$ cat src/hdl/dscp_params.svh
`ifndef DSCP_PARAMS_SVH
`define DSCP_PARAMS_SVH

`define DSCP_CLK_HZ            50000000
`define DSCP_BIST_CLK_HZ       33000000
`define DSCP_BIST_DIV_NUM      33
`define DSCP_BIST_DIV_DEN      50
`define DSCP_ADDR_W            7
`define DSCP_STRAP_W           3
`define DSCP_ADDR_BASE         7'h2c
`define DSCP_STRAP_SETTLE      2
`define DSCP_PIX_W             24
`define DSCP_NUM_GPIO          4
`define DSCP_NUM_GPO           5
`define DSCP_R_LSB             0
`define DSCP_G_LSB             8
`define DSCP_B_LSB             16
`define DSCP_GPO_B0            0
`define DSCP_GPO_B1            1
`define DSCP_GPO_DA            2
`define DSCP_GPO_WC            3
`define DSCP_GPO_CLK           4

`endif

$ cat src/hdl/dscp_pkg.sv
package dscp_pkg;

    typedef enum logic [1:0] {
        ST_POWER_DOWN,
        ST_UNLOCKED,
        ST_LOCKED
    } dscp_state_t;

    typedef struct packed {
        logic [23:0] pix;
        logic        hs;
        logic        vs;
        logic        de;
        logic        pclk;
        logic        aud_clk;
        logic        aud_wc;
        logic        aud_da;
        logic        aud_db;
    } dscp_video_t;

    typedef struct packed {
        logic       mode_18bit;
        logic [3:0] gpio_enable;
        logic [3:0] gpio_dir_out;
        logic [3:0] gpio_value;
        logic [4:0] gpo_enable;
        logic [4:0] gpo_value;
        logic       aud_db_enable;
    } dscp_cfg_t;

endpackage

$ cat src/hdl/dscp_ctrl.sv
`timescale 1ns/10ps
`include "dscp_params.svh"
module dscp_ctrl #(
    parameter int                      ADDR_W     = `DSCP_ADDR_W,
    parameter int                      STRAP_W    = `DSCP_STRAP_W,
    parameter logic [`DSCP_ADDR_W-1:0] ADDR_BASE  = `DSCP_ADDR_BASE
) (
    input  wire logic                   CLK,
    input  wire logic                   RST,
    input  wire logic                   POWER_DOWN_N,
    input  wire logic                   SELFTEST_ENABLE_PIN,
    input  wire logic                   SELFTEST_CLOCK_SELECT,
    input  wire logic                   OUTPUT_ENABLE_PIN,
    input  wire logic                   OUTPUT_SLEEP_STATE_SELECT,
    input  wire logic                   MODE_18BIT_STRAP,
    input  wire logic [STRAP_W-1:0]     BUS_ADDRESS_STRAP,
    input  wire logic                   PLL_LOCKED,
    input  wire logic                   PAYLOAD_ERROR,
    input  wire logic                   PIXEL_CLK_TICK,
    input  wire dscp_pkg::dscp_video_t  VIDEO_IN,
    input  wire dscp_pkg::dscp_cfg_t    CFG,
    input  wire logic [3:0]             GPIO_IN,
    output dscp_pkg::dscp_video_t       VIDEO_OUT,
    output logic                        VIDEO_OE,
    output logic [3:0]                  GPIO_OUT,
    output logic [3:0]                  GPIO_OE,
    output logic [3:0]                  GPIO_READ,
    output logic                        LOCK,
    output logic                        PASS,
    output logic                        PLL_ENABLE,
    output logic                        SELFTEST_ACTIVE,
    output logic                        SELFTEST_CLK_TICK,
    output logic [ADDR_W-1:0]           BUS_ADDRESS
);
    dscp_pkg::dscp_state_t state_q;
    logic                  pdn_s;
    logic                  bist_en_s;
    logic                  bist_csel_s;
    logic                  oen_s;
    logic                  oss_s;
    logic                  mode_strap_s;
    logic [3:0]            gpio_s;
    logic [STRAP_W-1:0]    addr_strap_s;
    logic                  mode_18;
    logic                  bist_prev_q;
    logic [6:0]            div_acc_q;
    logic [1:0]            strap_wait_q;
    dscp_pkg::dscp_state_t state_d;
    dscp_pkg::dscp_video_t video_d;
    logic                  video_oe_d;

    function automatic logic [ADDR_W-1:0] addr_of(input logic [STRAP_W-1:0] lvl);
        addr_of = ADDR_W'(ADDR_BASE) + ADDR_W'(lvl);
    endfunction

    // One accumulator step decides both wrap and tick, so the two cannot disagree
    function automatic logic tick_due(input logic [6:0] acc);
        tick_due = (acc + 7'(`DSCP_BIST_DIV_NUM)) >= 7'(`DSCP_BIST_DIV_DEN);
    endfunction

    function automatic logic [6:0] acc_next(input logic [6:0] acc);
        if (tick_due(acc)) begin
            acc_next = acc + 7'(`DSCP_BIST_DIV_NUM) - 7'(`DSCP_BIST_DIV_DEN);
        end else begin
            acc_next = acc + 7'(`DSCP_BIST_DIV_NUM);
        end
    endfunction

    // A GPIO pin exists only in 18-bit mode, when enabled and not powered down
    function automatic logic gpio_live(input logic en, input logic mode, input dscp_pkg::dscp_state_t st);
        gpio_live = mode && en && (st != dscp_pkg::ST_POWER_DOWN);
    endfunction

    // Pins are asynchronous to CLK
    dscp_sync #(.WIDTH(6 + 4 + STRAP_W)) u_sync (
        .clk (CLK),
        .rst (RST),
        .d   ({POWER_DOWN_N, SELFTEST_ENABLE_PIN, SELFTEST_CLOCK_SELECT, OUTPUT_ENABLE_PIN,
               OUTPUT_SLEEP_STATE_SELECT, MODE_18BIT_STRAP, GPIO_IN, BUS_ADDRESS_STRAP}),
        .q   ({pdn_s, bist_en_s, bist_csel_s, oen_s, oss_s, mode_strap_s, gpio_s, addr_strap_s})
    );

    // Strap or register may select 18-bit mode
    assign mode_18 = mode_strap_s | CFG.mode_18bit;

    // Link state
    always_comb begin
        if (!pdn_s) begin
            state_d = dscp_pkg::ST_POWER_DOWN;
        end else if (PLL_LOCKED) begin
            state_d = dscp_pkg::ST_LOCKED;
        end else begin
            state_d = dscp_pkg::ST_UNLOCKED;
        end
    end

    always_ff @(posedge CLK) begin
        if (RST) begin
            state_q <= dscp_pkg::ST_POWER_DOWN;
        end else begin
            state_q <= state_d;
        end
    end

    // PLL runs whenever power-down is released
    always_ff @(posedge CLK) begin
        if (RST) begin
            PLL_ENABLE <= 1'b0;
        end else begin
            PLL_ENABLE <= pdn_s;
        end
    end

    // Lock follows the PLL one edge ahead of the outputs
    always_ff @(posedge CLK) begin
        if (RST) begin
            LOCK <= 1'b0;
        end else begin
            LOCK <= pdn_s & PLL_LOCKED;
        end
    end

    // Parallel outputs and pin muxing
    always_comb begin
        video_d    = '0;
        video_oe_d = 1'b0;
        unique case (state_q)
            dscp_pkg::ST_POWER_DOWN: begin
                video_d    = '0;
                video_oe_d = 1'b0;
            end
            dscp_pkg::ST_UNLOCKED: begin
                // Sleep value held low; select pin only chooses drive vs release
                video_d    = '0;
                video_oe_d = oen_s & ~oss_s;
            end
            dscp_pkg::ST_LOCKED: begin
                video_d    = VIDEO_IN;
                video_oe_d = 1'b1;
                if (mode_18 && CFG.aud_db_enable) begin
                    video_d.pix[`DSCP_B_LSB+1] = VIDEO_IN.aud_db;
                end
                if (CFG.gpo_enable[`DSCP_GPO_B0]) begin
                    video_d.pix[`DSCP_B_LSB] = CFG.gpo_value[`DSCP_GPO_B0];
                end
                // Applied after second audio, so the register value wins on blue 1
                if (CFG.gpo_enable[`DSCP_GPO_B1]) begin
                    video_d.pix[`DSCP_B_LSB+1] = CFG.gpo_value[`DSCP_GPO_B1];
                end
                if (CFG.gpo_enable[`DSCP_GPO_DA]) begin
                    video_d.aud_da = CFG.gpo_value[`DSCP_GPO_DA];
                end
                if (CFG.gpo_enable[`DSCP_GPO_WC]) begin
                    video_d.aud_wc = CFG.gpo_value[`DSCP_GPO_WC];
                end
                if (CFG.gpo_enable[`DSCP_GPO_CLK]) begin
                    video_d.aud_clk = CFG.gpo_value[`DSCP_GPO_CLK];
                end
                // GPIO pins take over the low red and green bits; that video is lost
                if (mode_18) begin
                    for (int i = 0; i < 2; i++) begin
                        if (CFG.gpio_enable[i]) begin
                            video_d.pix[`DSCP_R_LSB+i] = 1'b0;
                        end
                        if (CFG.gpio_enable[i+2]) begin
                            video_d.pix[`DSCP_G_LSB+i] = 1'b0;
                        end
                    end
                end
            end
        endcase
    end

    always_ff @(posedge CLK) begin
        if (RST) begin
            VIDEO_OUT <= '0;
            VIDEO_OE  <= 1'b0;
        end else begin
            VIDEO_OUT <= video_d;
            VIDEO_OE  <= video_oe_d;
        end
    end

    // GPIO pins; only present in 18-bit mode and when outputs are alive
    always_ff @(posedge CLK) begin
        if (RST) begin
            GPIO_OUT <= '0;
        end else begin
            for (int i = 0; i < 4; i++) begin
                GPIO_OUT[i] <= gpio_live(CFG.gpio_enable[i], mode_18, state_q) & CFG.gpio_value[i];
            end
        end
    end

    // Direction comes from configuration; a pin set as input is never driven
    always_ff @(posedge CLK) begin
        if (RST) begin
            GPIO_OE <= '0;
        end else begin
            for (int i = 0; i < 4; i++) begin
                GPIO_OE[i] <= gpio_live(CFG.gpio_enable[i], mode_18, state_q) & CFG.gpio_dir_out[i];
            end
        end
    end

    always_ff @(posedge CLK) begin
        if (RST) begin
            GPIO_READ <= '0;
        end else begin
            for (int i = 0; i < 4; i++) begin
                if (!gpio_live(CFG.gpio_enable[i], mode_18, state_q)) begin
                    GPIO_READ[i] <= 1'b0;
                end else if (CFG.gpio_dir_out[i]) begin
                    GPIO_READ[i] <= CFG.gpio_value[i];
                end else begin
                    GPIO_READ[i] <= gpio_s[i];
                end
            end
        end
    end

    // Self-test mode and clock source
    always_ff @(posedge CLK) begin
        if (RST) begin
            SELFTEST_ACTIVE <= 1'b0;
        end else begin
            SELFTEST_ACTIVE <= bist_en_s & pdn_s;
        end
    end

    // Delayed copy marks the first active cycle of a test run
    always_ff @(posedge CLK) begin
        if (RST) begin
            bist_prev_q <= 1'b0;
        end else begin
            bist_prev_q <= SELFTEST_ACTIVE;
        end
    end

    // Fractional divider: 33 MHz on average, but tick spacing is uneven
    always_ff @(posedge CLK) begin
        if (RST) begin
            div_acc_q <= '0;
        end else begin
            div_acc_q <= acc_next(div_acc_q);
        end
    end

    // Tick held low outside self-test so no stray tick reaches the checker
    always_ff @(posedge CLK) begin
        if (RST) begin
            SELFTEST_CLK_TICK <= 1'b0;
        end else if (!bist_en_s || !pdn_s) begin
            SELFTEST_CLK_TICK <= 1'b0;
        end else if (bist_csel_s) begin
            SELFTEST_CLK_TICK <= tick_due(div_acc_q);
        end else begin
            SELFTEST_CLK_TICK <= PIXEL_CLK_TICK;
        end
    end

    // Pass flag: set at test start, any error during self-test latches it low
    always_ff @(posedge CLK) begin
        if (RST) begin
            PASS <= 1'b1;
        end else if (SELFTEST_ACTIVE && PAYLOAD_ERROR) begin
            PASS <= 1'b0;
        end else if (SELFTEST_ACTIVE && !bist_prev_q) begin
            PASS <= 1'b1;
        end else if (bist_en_s && pdn_s && !SELFTEST_ACTIVE) begin
            PASS <= 1'b1;
        end
    end

    // Strap captured once, after the synchroniser has passed the pin level through
    // A later strap change is ignored until the next reset
    always_ff @(posedge CLK) begin
        if (RST) begin
            BUS_ADDRESS  <= '0;
            strap_wait_q <= '0;
        end else if (strap_wait_q != 2'h3) begin
            strap_wait_q <= strap_wait_q + 2'h1;
            if (strap_wait_q == 2'(`DSCP_STRAP_SETTLE)) begin
                BUS_ADDRESS <= addr_of(addr_strap_s);
            end
        end
    end
endmodule

$ cat src/hdl/dscp_sync.sv
`timescale 1ns/10ps
module dscp_sync #(
    parameter int WIDTH = 1
) (
    input  wire logic             clk,
    input  wire logic             rst,
    input  wire logic [WIDTH-1:0] d,
    output logic      [WIDTH-1:0] q
);
    logic [WIDTH-1:0] meta_q;

    // Two stages; the first is read only by the second
    always_ff @(posedge clk) begin
        if (rst) begin
            meta_q <= '0;
            q      <= '0;
        end else begin
            meta_q <= d;
            q      <= meta_q;
        end
    end
endmodule
$ cat config.mk
export PLATFORM = sky130hd
export DESIGN_NAME = dscp_ctrl
export DESIGN_NICKNAME = d
export VERILOG_FILES = /design/src/hdl/dscp_pkg.sv /design/src/hdl/dscp_ctrl.sv /design/src/hdl/dscp_sync.sv
export VERILOG_INCLUDE_DIRS = /design/src /design/src/hdl
export SDC_FILE = /design/constraint.sdc
export NUM_CORES = 1
export LEC_CHECK = 0
export ABC_AREA = 0
export BUFFER_PORTS_ARGS = -buffer_cell sky130_fd_sc_hd__buf_2
export CAP_MARGIN = 15
export CORE_MARGIN = 10
export CORE_UTILIZATION = 43
export DETAILED_ROUTE_END_ITERATION = 10
export PLACE_DENSITY = 0.75
export SLEW_MARGIN = 0
export SYNTH_ARGS = -nofsm -noshare
export SYNTH_HDL_FRONTEND = slang
export SYNTH_SLANG_ARGS = --single-unit
$ cat constraint.sdc
create_clock -name CLK -period 2.21 [get_ports CLK]
set_input_delay 0.221 -clock CLK [delete_from_list [all_inputs] [get_ports CLK]]
set_output_delay 0.221 -clock CLK [all_outputs]
set_load 0.1 [all_outputs]
==> results.txt <==
Across all setup checks in the final design, the least slack found is 139.7 ps. The number of buffers added by the clock tree synthesis step came out at 9. The type of destination of the critical path is a register.

The flip-flop and latch area is 1863 sq um. The synthesized-area fraction occupied by ao, oa, aoi and oai cells is 0.07751. The post-route total power is 3.812 mW. The number of distinct standard cells referenced by the synthesized netlist came out at 50. From bottom edge to top edge, the die measures 107.1 um. TritonCTS built the clock tree. The number of flops mapped to enable cells by yosys came out at 0. Summed over all failing endpoints, the final setup total negative slack is 0 ps. After detailed routing, the number of remaining DRC violations is 0. The total number of yosys warnings came out at 0.

Setup repair after global routing left no endpoint under its margin. The flow ran to the end, and the final reports show no timing, DRC or antenna violations. The number of flip-flops and latches in the synthesized netlist is 93. Across every metal layer, demand over resource in global routing totals 0.1327.

The required time reported for the critical path endpoint came out at 2440 ps. The post-synthesis simple-gate area fraction came out at 0.2191. The number of setup buffers added after CTS is 0. The post-synthesis cell area came out at 3261 sq um. The number of nets in the layout came out at 521.

Summed over all layers, the routed wires come to 7702 um. Fill cells in the final layout number 658. The via count of the first global-routing pass came out at 2480. The largest voltage drop on the vdd net is 0.4327 mV.

The detailed router finished its first iteration with 112 violations. The final cell count without fillers is 541. The number of cells after detailed placement is 526. The latest clock arrival within the worst-skew pair is 350 ps. The number of gates resized after CTS was 0. The share of the Yosys chip area taken by registers is 0.5710.

Counting every net in the synthesized netlist gives 390. The placement-stage cell area came out at 3980 sq um. The peak fanout along the critical path is 7. The achievable clock frequency is 483.0 MHz. The number of max-slew violations in the final report is 0. The area share of xor/xnor cells in the synthesized design came out at 0.01842. The final critical path time including I/O delays and setup came out at 2070 ps. In the synthesized netlist the dominant register cell turns out to be dfxtp_1. The root buffer cell is clkbuf_8. The final hold violation count is 0. The core box area came out at 7331 sq um.

The wire length per cell came out at 14.24 um. The hold path depth came out at 2. The clock passes through at most 2 buffers. The fraction of the mapped netlist area in adder cells is 0.03070. The relative area change from synthesis to final layout came out at 27.97%. The antenna diode count came out at 0. The arrival time of data at the critical path endpoint came out at 2300 ps. After clock tree synthesis, the flow added hold-fix buffers numbering 0. The worst clock skew came out at 8.173 ps. Across the run, the number of max-cap violations was 0. STA classifies the critical path startpoint as a register.

In this run the power density over the cells is 913.5 nW/um^2. By area, the combinational part of the netlist is dominated by simple AND/OR/NAND/NOR gates. The count of buffers from port buffering is 129. The leading cell type in the layout, fill and taps excluded is buf_2. The global-route wire length before repair is 12190 um. In this run the worst hold path is classified as in2reg.

The number of standard cells after synthesis is 308. The clock-pin slew on the worst setup and hold paths is 80 ps. The worst slack after detailed placement is 147.5 ps. The fraction of final layout cells with drive strength greater than 1 came out at 0.3643. The total die area is 11470 sq um.

The setup-violating endpoint count in the final report is 0. The via total after detailed routing came out at 2516. The width of the die is 107.1 um. By startpoint and endpoint, the worst setup path is classified as reg2reg. The sink count of the clock tree is 93. The count of cells along the worst register-to-register path came out at 9. The share of flip-flops with an asynchronous set or reset after synthesis came out at 0.

The final worst-path cycle share came out at 0.9368. The via density per instance came out at 4.651. The number of H-tree branching levels came out at 3. Entering global routing, the biggest net connects 34 pins. The I/O pin count is 131.

The worst-case hold slack came out at 43.90 ps. The total overflow reported by the global router came out at 0. In the layout the commonest cells are buf_2, dfxtp_1, nor2b_1, and2_1, nor2_1.

Of the post-synthesis cell area, the part taken by muxes is 0.04375. The first-pass iteration count of the detailed router is 4. The antenna violation net count after detailed routing is 0.

The post-route core utilization is 0.5692. The floorplan row count is 31. At the end of routability-driven placement, the weighted congestion stood at 0.8220. The design area is 4173 sq um.

The final HPWL from detailed placement came out at 6029 um. Summing all multi-input logic gate instances after layout gives 1274 sq um. The cell leakage power came out at 1.996 nW. The average cell area after synthesis came out at 10.59 sq um. The number of antenna violations at the first check in global routing was 0. For this configuration, the core starts out at a cell density of 0.4448.
Yosys cell counts, types with 4 or more instances:
master	n	share of area
nand2_1	13	0.015
and3_1	8	0.015
clkbuf_1	9	0.010
inv_1	8	0.0092
nor2_1	25	0.029
and2_1	26	0.050
nor2b_1	32	0.061
a21oi_1	13	0.020
dfxtp_1	93	0.57
o21ai_0	4	0.0061
ha_1	8	0.031
nand3_1	4	0.0061
mux2i_1	12	0.037
worst max-delay path: stages (launching register included):
cell and delay [ps]:
dfxtp_1 340, buf_4 160, ha_1 340, ha_1 210, buf_4 150, a32oi_1 200, nor2_1 60, a31oi_1 230
mux2i_1 220, nor2_1 60
registers in the layout, summed over array words and instances, names as in the netlist, 2 cells and up:
| name | cells |
|---|---|
| VIDEO_OUT | 32 |
| u_sync.meta_q | 13 |
| u_sync.q | 13 |
| div_acc_q | 7 |
| BUS_ADDRESS | 5 |
| GPIO_OE | 4 |
| GPIO_OUT | 4 |
| GPIO_READ | 4 |
| state_q | 2 |
| strap_wait_q | 2 |
metal layers:
| metal | share of wire | routed length [um] | track usage | vias up |
|---|---|---|---|---|
| met4 | 0.017 | 134 | 0.06770 | 0 |
| met5 | 0 | 0 | 0 | - |
| met1 | 0.41 | 3149 | 0.1437 | 1124 |
| met3 | 0.085 | 655 | 0.04731 | 11 |
| li1 | - | - | - | 1264 |
| met2 | 0.49 | 3763 | 0.2238 | 117 |
logic make-up after synthesis:
family | Yosys count
adders and majority gates | 8
and+or+nand+nor | 127
AOI/OAI and AO/OA | 35
other | 1
muxes | 14
DFF | 93
xor gates and xnor gates | 6
buffers and inverters | 24
power breakdown:
group	internal (mW)	switching, mW	total [mW]	leakage, nW
logic	0.356	0.515	0.871	1.15
clock network	0.516	0.564	1.08	0.0878
registers	1.76	0.0984	1.86	0.758
final timing paths:
path | to | slack, ps | startpoint
worst min-delay path | state_q[0]$_SDFF_PP0_ | 40 | PLL_LOCKED
worst min register to register | SELFTEST_CLK_TICK$_SDFF_PP0_ | 420 | u_sync.q[10]$_SDFF_PP0_
worst max-delay path | div_acc_q[5]$_SDFF_PP0_ | 140 | div_acc_q[0]$_SDFF_PP0_
worst max register to register | div_acc_q[5]$_SDFF_PP0_ | 140 | div_acc_q[0]$_SDFF_PP0_
area by class of cell:
class                      instances  share of cell area
multi-input combinational        191              0.3052
timing repair buffer             136              0.1667
clock inverter                     5             0.01499
sequential                        93              0.4465
tap                               99             0.02969
inverter                           8            0.007196
clock buffer                       9             0.02969
Power figures use the tool's default switching activity.
